--- config.mk ---
export PLATFORM = sky130hd
export DESIGN_NAME = dbs_bank_ctrl
export DESIGN_NICKNAME = d
export VERILOG_FILES = /design/src/rtl/dbs_pkg.sv /design/src/rtl/dbs_cmd_if.sv /design/src/rtl/dbs_cmd_decode.sv /design/src/rtl/dbs_bank_ctrl.sv
export SDC_FILE = /design/constraint.sdc
export NUM_CORES = 1
export LEC_CHECK = 0
export BUFFER_PORTS_ARGS = -buffer_cell sky130_fd_sc_hd__buf_2
export CORE_ASPECT_RATIO = 1.2
export CORE_MARGIN = 2
export CORE_UTILIZATION = 46
export DETAILED_ROUTE_END_ITERATION = 12
export SYNTH_ARGS = -nofsm -noshare
export SYNTH_HDL_FRONTEND = slang
export SYNTH_SLANG_ARGS = --single-unit
--- constraint.sdc ---
create_clock -name clock_i -period 2.58 [get_ports clock_i]
set_input_delay 0.387 -clock clock_i [delete_from_list [all_inputs] [get_ports clock_i]]
set_output_delay 0.387 -clock clock_i [all_outputs]
set_load 0.02 [all_outputs]
--- src/rtl/dbs_pkg.sv ---
/*
  Constants and types for the DDR2 bank state and command legality block.
  Assumes a 40 MHz clock; timing counts derive from times in ns.
*/
package dbs_pkg;

  localparam int unsigned CLK_PERIOD_PS = 25000;
  localparam int unsigned NUM_BANKS     = 8;
  localparam int unsigned BANK_W        = 3;
  localparam int unsigned CNT_W         = 8;

  // Times in ns, plain defaults
  localparam int unsigned T_WR_NS   = 15;
  localparam int unsigned T_RC_NS   = 60;
  localparam int unsigned T_MRD_NS  = 50;
  localparam int unsigned T_RP_NS   = 15;
  localparam int unsigned T_RCD_NS  = 15;

  // Least times round up
  function automatic int unsigned ns_to_cyc(input int unsigned ns);
    int unsigned c;
    c = (ns * 1000 + CLK_PERIOD_PS - 1) / CLK_PERIOD_PS;
    return (c < 1) ? 1 : c;
  endfunction

  localparam logic [CNT_W-1:0] WR_CYC  = CNT_W'(ns_to_cyc(T_WR_NS));
  localparam logic [CNT_W-1:0] RC_CYC  = CNT_W'(ns_to_cyc(T_RC_NS));
  localparam logic [CNT_W-1:0] MRD_CYC = CNT_W'(ns_to_cyc(T_MRD_NS));
  localparam logic [CNT_W-1:0] RP_CYC  = CNT_W'(ns_to_cyc(T_RP_NS));
  localparam logic [CNT_W-1:0] RCD_CYC = CNT_W'(ns_to_cyc(T_RCD_NS));

  localparam int unsigned BL4        = 4;
  localparam int unsigned BL8        = 8;
  localparam int unsigned A10_BIT    = 10;
  localparam int unsigned A7_BIT     = 7;
  localparam int unsigned ADDR_W     = 14;
  localparam logic [1:0]  EMR2_SEL   = 2'h2;

  typedef enum logic [3:0] {
    DBS_CMD_DESELECT, DBS_CMD_NOP, DBS_CMD_READ, DBS_CMD_WRITE,
    DBS_CMD_ACT, DBS_CMD_PRE, DBS_CMD_REF, DBS_CMD_MRS
  } dbs_cmd_t;

  typedef enum logic [3:0] {
    DBS_IDLE, DBS_ROW_ACT, DBS_ACTIVE, DBS_READ, DBS_WRITE,
    DBS_WR_RECOV, DBS_WR_RECOV_AP, DBS_PRECHARGE, DBS_REFRESH, DBS_MODE_ACC
  } dbs_state_t;

endpackage

--- src/rtl/dbs_cmd_if.sv ---
/*
  Decoded command carrier between the top and the decoder.
  Assumes both ends on clock_i.
*/
`timescale 1ns/1ps
interface dbs_cmd_if;
  logic                cs_n;
  logic                ras_n;
  logic                cas_n;
  logic                we_n;
  dbs_pkg::dbs_cmd_t   cmd;

  modport dec (input cs_n, ras_n, cas_n, we_n, output cmd);
  modport top (output cs_n, ras_n, cas_n, we_n, input cmd);
endinterface

--- src/rtl/dbs_cmd_decode.sv ---
/*
  Command decoder from chip select, RAS, CAS and WE levels.
  Assumes inputs already synchronised to clock_i.
*/
`timescale 1ns/1ps
module dbs_cmd_decode (
  dbs_cmd_if.dec pins
);
  always_comb begin
    if (pins.cs_n)                                  pins.cmd = dbs_pkg::DBS_CMD_DESELECT; // [RULE9]
    else begin
      case ({pins.ras_n, pins.cas_n, pins.we_n})
        3'h7:    pins.cmd = dbs_pkg::DBS_CMD_NOP;   // [RULE9]
        3'h5:    pins.cmd = dbs_pkg::DBS_CMD_READ;
        3'h4:    pins.cmd = dbs_pkg::DBS_CMD_WRITE;
        3'h3:    pins.cmd = dbs_pkg::DBS_CMD_ACT;
        3'h2:    pins.cmd = dbs_pkg::DBS_CMD_PRE;
        3'h1:    pins.cmd = dbs_pkg::DBS_CMD_REF;
        3'h0:    pins.cmd = dbs_pkg::DBS_CMD_MRS;
        default: pins.cmd = dbs_pkg::DBS_CMD_NOP;   // Reserved code 3'h6 treated as no-op
      endcase
    end
  end
endmodule // dbs_cmd_decode

--- src/rtl/dbs_bank_ctrl.sv ---
/*
  Per-bank state tracking and command legality of a DDR2 device.
  Assumes command pins arrive from outside the clock domain.
*/
`timescale 1ns/1ps

// Summary of operation
// RULE1: Write recovery: no-op returns bank active after tWR; write restarts; rest illegal.
// RULE2: Write recovery with auto-precharge: no-op goes to precharge after tWR; all illegal.
// RULE3: Refresh allows only deselect or no-op; idle after tRC.
// RULE4: After mode register set only deselect or no-op until tMRD, then idle.
// RULE5: Command illegal for one bank may go to another bank allowing it.
// RULE6: Refresh, self refresh and mode set only with all banks idle.
// RULE7: Burst interrupt allowed only at burst length eight, never four.
// RULE8: Read interrupts read, write interrupts write, on four-bit boundary only.
// RULE9: Commands decoded from chip select, RAS, CAS, WE levels.
// RULE10: Above 85 degrees controller doubles refresh rate, 3.9 us interval; the model issues no periodic refresh.
// RULE11: EMR2 bit A7 set selects high-temperature self refresh.
// RULE12: Controller tracks bank timers and withholds illegal commands; the bench issues some on purpose and the block flags them on illegal_o.
module dbs_bank_ctrl #(
  parameter int unsigned NB = dbs_pkg::NUM_BANKS
) (
  input  wire logic                        clock_i,
  input  wire logic                        resetn_i,
  input  wire logic                        cs_n_i,
  input  wire logic                        ras_n_i,
  input  wire logic                        cas_n_i,
  input  wire logic                        we_n_i,
  input  wire logic [dbs_pkg::BANK_W-1:0]  bank_i,
  input  wire logic [dbs_pkg::ADDR_W-1:0]  addr_i,
  input  wire logic                        burst8_i,
  output logic                             illegal_o,
  output logic      [NB-1:0]               bank_idle_o,
  output logic                             high_temp_sr_o
);

  ////////////////////////////////////////////////////////////////////////////
  // Two-stage synchronisers on all pins
  localparam int unsigned PW = 4 + dbs_pkg::BANK_W + dbs_pkg::ADDR_W + 1;
  logic [PW-1:0] s1_r, s2_r;
  always_ff @(posedge clock_i or negedge resetn_i) begin
    if (!resetn_i) begin
      s1_r <= {PW{1'b1}};
      s2_r <= {PW{1'b1}};
    end else begin
      s1_r <= {cs_n_i, ras_n_i, cas_n_i, we_n_i, bank_i, addr_i, burst8_i};
      s2_r <= s1_r;
    end
  end

  logic                       burst8;
  logic [dbs_pkg::ADDR_W-1:0] addr;
  logic [dbs_pkg::BANK_W-1:0] bank;
  dbs_cmd_if                  cif();
  assign {cif.cs_n, cif.ras_n, cif.cas_n, cif.we_n, bank, addr, burst8} = s2_r;

  dbs_cmd_decode u_dec (
    .pins (cif)
  );

  ////////////////////////////////////////////////////////////////////////////
  // Bank state
  dbs_pkg::dbs_state_t         st_r  [NB], st_nxt  [NB];
  logic [dbs_pkg::CNT_W-1:0]   cnt_r [NB], cnt_nxt [NB];
  logic [1:0]                  bcnt_r[NB], bcnt_nxt[NB];
  logic                        ap_r  [NB], ap_nxt  [NB];
  logic                        illegal_nxt;
  logic                        hts_r, hts_nxt;
  logic                        all_idle;
  logic [NB-1:0]               idle_nxt;

  function automatic logic [1:0] burst_beats(input logic b8);
    return b8 ? 2'h3 : 2'h1; // Cycles of four-bit halves minus one at 2 beats/clk
  endfunction

  always_comb begin
    all_idle = 1'b1;
    for (int i = 0; i < NB; i++) begin
      if (st_r[i] != dbs_pkg::DBS_IDLE) all_idle = 1'b0;
    end
  end

  always_comb begin
    logic sel, ap, tdone, ill;
    sel = 1'b0;
    ap = 1'b0;
    tdone = 1'b0;
    ill = 1'b0;
    illegal_nxt = 1'b0;
    hts_nxt = hts_r;
    for (int i = 0; i < NB; i++) begin
      sel   = (bank == dbs_pkg::BANK_W'(i));                                      // [RULE5]
      ap    = addr[dbs_pkg::A10_BIT];
      tdone = (cnt_r[i] <= dbs_pkg::CNT_W'(1));
      st_nxt[i]   = st_r[i];
      cnt_nxt[i]  = (cnt_r[i] != '0) ? cnt_r[i] - dbs_pkg::CNT_W'(1) : cnt_r[i];
      bcnt_nxt[i] = (bcnt_r[i] != 2'h0) ? bcnt_r[i] - 2'h1 : bcnt_r[i];
      ap_nxt[i]   = ap_r[i];
      ill = 1'b0;
      case (st_r[i])
        dbs_pkg::DBS_IDLE: begin
          if (sel && cif.cmd == dbs_pkg::DBS_CMD_ACT) begin
            st_nxt[i] = dbs_pkg::DBS_ROW_ACT;
            cnt_nxt[i] = dbs_pkg::RCD_CYC;
          end else if (cif.cmd == dbs_pkg::DBS_CMD_REF) begin
            if (all_idle) begin                                                    // [RULE6]
              st_nxt[i] = dbs_pkg::DBS_REFRESH;
              cnt_nxt[i] = dbs_pkg::RC_CYC;
            end else ill = 1'b1;
          end else if (cif.cmd == dbs_pkg::DBS_CMD_MRS) begin
            if (all_idle) begin                                                    // [RULE6]
              st_nxt[i] = dbs_pkg::DBS_MODE_ACC;
              cnt_nxt[i] = dbs_pkg::MRD_CYC;
            end else ill = 1'b1;
          end else if (sel && (cif.cmd == dbs_pkg::DBS_CMD_READ || cif.cmd == dbs_pkg::DBS_CMD_WRITE))
            ill = 1'b1;
        end
        dbs_pkg::DBS_ROW_ACT: begin
          if (tdone) st_nxt[i] = dbs_pkg::DBS_ACTIVE;
          if (sel && cif.cmd > dbs_pkg::DBS_CMD_NOP) ill = 1'b1;
        end
        dbs_pkg::DBS_ACTIVE, dbs_pkg::DBS_READ, dbs_pkg::DBS_WRITE: begin
          if (st_r[i] == dbs_pkg::DBS_WRITE && bcnt_r[i] == 2'h0) begin
            // Address bus has moved on by burst end, so use the held bit
            st_nxt[i] = ap_r[i] ? dbs_pkg::DBS_WR_RECOV_AP : dbs_pkg::DBS_WR_RECOV;
            cnt_nxt[i] = dbs_pkg::WR_CYC;
          end else if (st_r[i] == dbs_pkg::DBS_READ && bcnt_r[i] == 2'h0)
            st_nxt[i] = dbs_pkg::DBS_ACTIVE;
          if (sel && (cif.cmd == dbs_pkg::DBS_CMD_READ || cif.cmd == dbs_pkg::DBS_CMD_WRITE)) begin
            // Interrupt only same kind, BL8, on four-bit boundary
            if (st_r[i] != dbs_pkg::DBS_ACTIVE &&
                (!burst8 || bcnt_r[i][0] ||                                        // [RULE7] [RULE8]
                 (st_r[i] == dbs_pkg::DBS_READ) != (cif.cmd == dbs_pkg::DBS_CMD_READ)))
              ill = 1'b1;
            else begin
              st_nxt[i] = (cif.cmd == dbs_pkg::DBS_CMD_READ) ? dbs_pkg::DBS_READ : dbs_pkg::DBS_WRITE;
              bcnt_nxt[i] = burst_beats(burst8);
              ap_nxt[i] = ap;
            end
          end else if (sel && cif.cmd == dbs_pkg::DBS_CMD_PRE) begin
            if (st_r[i] == dbs_pkg::DBS_ACTIVE) begin
              st_nxt[i] = dbs_pkg::DBS_PRECHARGE;
              cnt_nxt[i] = dbs_pkg::RP_CYC;
            end else ill = 1'b1;
          end else if (sel && cif.cmd == dbs_pkg::DBS_CMD_ACT) ill = 1'b1;
          else if (cif.cmd == dbs_pkg::DBS_CMD_REF || cif.cmd == dbs_pkg::DBS_CMD_MRS) ill = 1'b1;
        end
        dbs_pkg::DBS_WR_RECOV: begin
          if (sel && cif.cmd == dbs_pkg::DBS_CMD_WRITE) begin                      // [RULE1]
            st_nxt[i] = dbs_pkg::DBS_WRITE;
            bcnt_nxt[i] = burst_beats(burst8);
            ap_nxt[i] = ap;
          end else begin
            if (tdone) st_nxt[i] = dbs_pkg::DBS_ACTIVE;                            // [RULE1]
            if ((sel && cif.cmd > dbs_pkg::DBS_CMD_NOP) ||
                cif.cmd == dbs_pkg::DBS_CMD_REF || cif.cmd == dbs_pkg::DBS_CMD_MRS) ill = 1'b1; // [RULE1]
          end
        end
        dbs_pkg::DBS_WR_RECOV_AP: begin
          if (tdone) begin                                                         // [RULE2]
            st_nxt[i] = dbs_pkg::DBS_PRECHARGE;
            cnt_nxt[i] = dbs_pkg::RP_CYC;
          end
          if ((sel && cif.cmd > dbs_pkg::DBS_CMD_NOP) ||
              cif.cmd == dbs_pkg::DBS_CMD_REF || cif.cmd == dbs_pkg::DBS_CMD_MRS) ill = 1'b1; // [RULE2]
        end
        dbs_pkg::DBS_PRECHARGE: begin
          if (tdone) st_nxt[i] = dbs_pkg::DBS_IDLE;
          if ((sel && cif.cmd > dbs_pkg::DBS_CMD_NOP && cif.cmd != dbs_pkg::DBS_CMD_PRE) ||
              cif.cmd == dbs_pkg::DBS_CMD_REF || cif.cmd == dbs_pkg::DBS_CMD_MRS) ill = 1'b1;
        end
        dbs_pkg::DBS_REFRESH: begin
          if (tdone) st_nxt[i] = dbs_pkg::DBS_IDLE;                                // [RULE3]
          if (cif.cmd > dbs_pkg::DBS_CMD_NOP) ill = 1'b1;                          // [RULE3]
        end
        dbs_pkg::DBS_MODE_ACC: begin
          if (tdone) st_nxt[i] = dbs_pkg::DBS_IDLE;                                // [RULE4]
          if (cif.cmd > dbs_pkg::DBS_CMD_NOP) ill = 1'b1;                          // [RULE4]
        end
        default: st_nxt[i] = dbs_pkg::DBS_IDLE;
      endcase
      // Illegal commands hold the bank in its current state for the cycle
      if (ill) begin
        st_nxt[i] = st_r[i];
        illegal_nxt = 1'b1;
      end
    end
    // High-temperature self refresh latched from EMR2 A7
    if (all_idle && cif.cmd == dbs_pkg::DBS_CMD_MRS && bank[1:0] == dbs_pkg::EMR2_SEL)
      hts_nxt = addr[dbs_pkg::A7_BIT];                                             // [RULE11]
    for (int i = 0; i < NB; i++) idle_nxt[i] = (st_nxt[i] == dbs_pkg::DBS_IDLE);
  end

  always_ff @(posedge clock_i or negedge resetn_i) begin
    if (!resetn_i) begin
      for (int i = 0; i < NB; i++) begin
        st_r[i]   <= dbs_pkg::DBS_IDLE;
        cnt_r[i]  <= '0;
        bcnt_r[i] <= 2'h0;
        ap_r[i]   <= 1'b0;
      end
      illegal_o      <= 1'b0;
      bank_idle_o    <= '1;
      hts_r          <= 1'b0;
      high_temp_sr_o <= 1'b0;
    end else begin
      for (int i = 0; i < NB; i++) begin
        st_r[i]   <= st_nxt[i];
        cnt_r[i]  <= cnt_nxt[i];
        bcnt_r[i] <= bcnt_nxt[i];
        ap_r[i]   <= ap_nxt[i];
      end
      illegal_o      <= illegal_nxt;
      bank_idle_o    <= idle_nxt;
      hts_r          <= hts_nxt;
      high_temp_sr_o <= hts_nxt;
    end
  end

endmodule // dbs_bank_ctrl

After elaboration in Yosys (flattened, before gate mapping)

Index checks and enable logic that the tools add are counted.

Add/subtract/negate cells: 16
$lt $le $gt $ge: 9
Eq/ne operators: 132
Reduce and logical (&&, ||, !) cells: 215
Mux-type cells: 447

Operator list:

| operator                                                                 | number |
|---|---|
| 8-bit 2-to-1 mux                                                         | 88 |
| 4-bit 2-to-1 mux                                                         | 129 |
| 4-bit case mux with 6 select lines                                       | 8 |
| 8-bit case mux with 3 select lines                                       | 8 |
| 1-bit 2-to-1 mux                                                         | 147 |
| 4-bit by 3-bit == test with 1-bit output (second input constant)         | 36 |
| 2-bit 2-to-1 mux                                                         | 41 |
| 1-bit logical AND                                                        | 74 |
| 4-bit by 2-bit == test with 1-bit output (second input constant)         | 18 |
| 4-bit == test (second input constant)                                    | 16 |
| 8-bit by 1-bit <= comparator with 1-bit output (second input constant)   | 8 |
| 4-bit zero test                                                          | 16 |
| 8-bit nonzero test                                                       | 8 |
| 8-bit by 1-bit subtractor with 8-bit output (second input constant)      | 8 |
| 1-bit case mux with 7 select lines                                       | 8 |
| 1-bit logical OR                                                         | 50 |
| 2-bit inequality test (second input constant)                            | 24 |
| 3-bit OR reduction                                                       | 16 |
| 4-bit by 1-bit == test with 1-bit output (second input constant)         | 8 |
| 4-bit by 2-bit inequality test with 1-bit output (second input constant) | 8 |
| 2-bit case mux with 2 select lines                                       | 8 |
| 4-bit AND reduction                                                      | 8 |
| 2-bit nonzero test                                                       | 16 |
| 4-bit nonzero test                                                       | 8 |
| 15 further kinds                                                         | 60 |

Register bits after elaboration: 174
Input bits: 24

Logic depth before layout (Yosys ltp)

Word-level depth: 22
Depth in mapped cells: 11

Modules after synthesis

A second synthesis with hierarchy kept.

Cell total of the unflattened synthesis: 1,280
Area total of the unflattened synthesis: 10,779.1 um^2

By module, submodules not included:

| module         | times used | cells an instance | area each (um^2) | seq. area each (um^2) |
|---|---|---|---|---|
| dbs_bank_ctrl  | 1          | 1,274             | 10,747.8         | 3,788.6 |
| dbs_cmd_decode | 1          | 6                 | 31.3             | 0.0 |

Worst setup path after synthesis

No wires, ideal clock.

Path type: register -> register
Start: reg st_r[11] (netlist name)
End: reg bank_idle_o[5]
Data arrival time: 2.658 ns
Cell stages (with the launch flop): 9
Buffers on the path: 1
Setup slack: -0.168 ns
Clock period less this slack: 2.748 ns
Path through: dfrtp_1 -> buf_6 -> or3b_4 -> or4_4 -> a311oi_4 -> o32ai_1 -> a21oi_2 -> mux2_2 -> nor4_2

RTL lines:

| element                         | line                 | text |
|---|---|---|
| start, declared                 | dbs_bank_ctrl.sv:63  | `dbs_pkg::dbs_state_t st_r [NB], st_nxt [NB];` |
| start signal, assigned by index | dbs_bank_ctrl.sv:197 | `st_r[i] <= dbs_pkg::DBS_IDLE;` |
| start signal, assigned by index | dbs_bank_ctrl.sv:208 | `st_r[i] <= st_nxt[i];` |
| end signal, assigned            | dbs_bank_ctrl.sv:214 | `bank_idle_o <= idle_nxt;` |
| end, declared                   | dbs_bank_ctrl.sv:33  | `output logic [NB-1:0] bank_idle_o,` |

==> metrics.md <==
| Metric | Value |
|---|---|
| Run status | finished with violations |
| Violated checks | setup timing |
| HPWL Detailed | 23.8 mm |
| Hold Path Depth | 1 |
| Hold Crit Class | in2reg |
| Util after Layout | 62.9% |
| Max Clock Skew | 9.11 ps |
| GP Congestion | 0.930 |
| CP Launch Type | flop |
| Number of synthesized register bits | 150 |
| Initial drt markers | 730 |
| Die area | 24600 sq um |
| Sw Pwr | 0.00497 W |
| Sw Share | 39.9% |
| Register area | 3790 sq um |
| Die width | 144 um |
| H-Tree Depth | 4 |
| Headroom to the max-slew limit | 65.5% |
| Synth Instances | 1305 |
| Routed via count | 11114 |
| Root buffer cell | clkbuf_16 |
| Primary FF master, synth | dfrtp_1 |
| Pint | 0.00749 W |
| Largest net degree at the start of global routing | 70 |
| Core Area | 23000 sq um |
| Least-Margin Pin Slew | 514 ps |
| Dpl cell area | 12900 sq um |
| Initial core utilization | 46.7% |
| Vias per cell | 5.91 |
| Syn_nets | 1350 |
| Critical path class | reg2reg |
| Leak | 6.35 nW |
| Final worst path period share | 105% |
| Hold Crit Endpoint | s1_r[16] |
| Comb pwr share | 49.3% |
| Critical Path Sink Type | flop |
| Wirelength, routed | 33.4 mm |
| Port Buffer Count | 21 |
| Worst Reg2Reg Path Length in Cells | 9 |
| Total of max-cap violations | 0 |
| Mapped Avg Cell Area | 8.24 sq um |
| Grt total ovfl | 0 |
| Drc violations | 0 |
| Min-delay src | bank_i[1] |
| Worst EP required | 2920 ps |
| Setup ws final | -136 ps |
| Total CTS buffers | 17 |
| Fillers | 1990 |
| Register area share after synthesis | 35.2% |
| Ys async rst share | 100% |
| Power density over cell area | 858 nW/um^2 |
| Final setup fails | 6 |
| Synth unique cells | 101 |
| Hold Fails Final Rpt | 0 |
| Fin nets | 1598 |
| YS warnings | 0 |
| Clk_lat worst skew | 430 ps |
| Fraction of layout cells with a size suffix above 1 | 33.6% |
| Mapped cell area | 10800 sq um |
| TritonCTS clock tree | done |
| Final min period | 2720 ps |
| Clock share of power | 21.5% |
| Clock Path Buffers | 2 |
| First-pass GRT wire length | 53.3 mm |
| Drt wl/cell | 17.7 um |
| Pins Over Slew Limit | 0 |
| RR Endpoint | bank_idle_o[5] |
| Most frequent cells in the layout | 263 x buf_4, 129 x nor2_1, 122 x dfrtp_1, 120 x nand2_1, 84 x a21oi_1 |
| Part of the power in registers | 29.1% |
| Number of iterations in the first detailed-routing pass | 7 |
| R2R Path Start | st_r[9] |
| Fin area | 14500 sq um |
| Io pins | 34 |
| Worst vdd ir | 0.594 mV |
| Num Clock Sinks | 150 |
| FP Rows | 61 |
| Fmax | 368 MHz |
| Post-synth EDFFs | 0 |
| Most common cell after layout, fill and taps aside | buf_4 |
| Antenna cells | 0 |
| Die H | 172 um |
| Initial antenna violation count | 0 |
| Worst Path Arrival | 3060 ps |
| Number of routed nets with antenna violations | 0 |
| Vias in the first global route | 10644 |
| RSZ-0062 raised after global routing | yes |
| R2r setup slk | -140 ps |
| Multi-input combinational cell area | 7060 sq um |
| Clock Pin Slew Worst Setup and Hold Paths | 70 ps |
| Area grow syn2layout | 34.9% |
| Critical path fanouts, max | 3 |
| Global router's overall resource usage | 27.1% |
cell usage after synthesis (7+ instances only):
library cell,n,area [sq um]
nor2_1,134,503
dfrtp_1,122,3050
nand2_1,121,454
a21oi_1,97,485
o21ai_0,86,430
clkbuf_1,63,236
inv_1,45,169
nand3_1,44,220
xnor2_1,40,350
nor3_1,39,195
nor4_1,33,206
dfstp_2,28,736
a31oi_1,26,163
nand2b_1,24,150
ha_1,21,263
o211ai_1,20,150
or3_1,18,113
buf_2,17,85.1
nor3b_1,17,128
nor2b_1,16,100
a21o_1,13,97.6
xor2_1,12,105
mux2_2,10,113
nand4_1,10,62.6
or3b_2,9,78.8
or4_1,9,67.6
a21boi_0,8,60.1
a22o_1,8,70.1
a22oi_1,8,60.1
and3_1,8,50.1
nand3b_1,8,60.1
a211oi_1,7,52.6
a32oi_1,7,61.3
and2_1,7,43.8
o311ai_0,7,61.3
o31ai_1,7,52.6
critical path: stages, from the launching register on:
cell,delay (ps)
dfrtp_1,410
or3b_4,430
or4_4,440
a311oi_4,340
buf_6,160
nor2_2,40
a311oi_2,220
a21boi_1,100
a31o_1,230
nor4_2,260
layer usage:
layer	GRT usage [%]	share of wire, %
met1	35.0	43
met5	0	0
met3	3.84	4.6
met4	11.9	3.6
met2	45.4	49
registers in the layout, summed over array words and instances (netlist names):
register	flops
bank_idle_o	8
bcnt_r	16
hts_r	1
illegal_o	1
s2_r	10
st_r	32
ap_r	8
s1_r	10
cnt_r	64
power groups by stage:
stage | registers [W] | logic, W | clock network [W]
CTS | 0.00362 | 0.00588 | 0.00275
detailed placement | 0.00364 | 0.00572 | 0
global placement | 0.00363 | 0.00562 | 0
finish | 0.00363 | 0.00615 | 0.00268
floorplan | 0.00359 | 0.00375 | 0
global route | 0.00370 | 0.00683 | 0.00285
how the worst max path moves through the flow:
stage | start | to | slack, ps | cells after the start
after floorplan | st_r[11] | bank_idle_o[5] | -100 | 8
after global routing | st_r[9] | bank_idle_o[5] | -230 | 9
after CTS | st_r[11] | bank_idle_o[5] | -130 | 9
after global placement | st_r[17] | bank_idle_o[3] | -240 | 9
after detailed placement | st_r[17] | bank_idle_o[3] | -310 | 9
final | st_r[9] | bank_idle_o[5] | -140 | 9
final cells by class:
| type | instances | area share [%] |
|---|---|---|
| multi-input combinational | 1026 | 48.7 |
| sequential | 150 | 26.1 |
| timing repair buffer | 312 | 17.0 |
| clock buffer | 18 | 2.96 |
| tap | 315 | 2.72 |
| clock inverter | 14 | 1.36 |
| inverter | 46 | 1.19 |
kinds of logic after synthesis:
| group | Yosys count | share of synthesized area, % |
|---|---|---|
| and+or+nand+nor | 545 | 27.1 |
| AOI/OAI and AO/OA | 392 | 24.5 |
| DFF | 150 | 35.2 |
| buffers and inverters | 129 | 4.84 |
| xor gates and xnor gates | 52 | 4.23 |
| adders and majority gates | 22 | 2.54 |
| muxes | 15 | 1.51 |
timing repair:
action | 4_1_cts | 5_1_grt
buffers inserted | 13 | 25
hold endpoints to repair | 18 | 0
endpoints found under the setup margin | 20 | 62
pin swaps | 17 | 41
hold buffers | 1 | 0
gates resized for setup | 45 | 117
stage by stage:
stage	setup TNS (ps)	cells	hold slack (ps)	total power (W)	worst slack, ps
2_1_floorplan	-99.8	1305	91.4	0.00734	-99.8
3_3_place_gp	-1530	1811	250	0.00925	-244
3_5_place_dp	-1840	1811	255	0.00936	-307
4_1_cts	-501	1857	30.0	0.0122	-134
5_1_grt	-1390	1881	26.1	0.0134	-231
6_report	-460	1881	50.3	0.0125	-136
(Power assumes the default switching activity.)
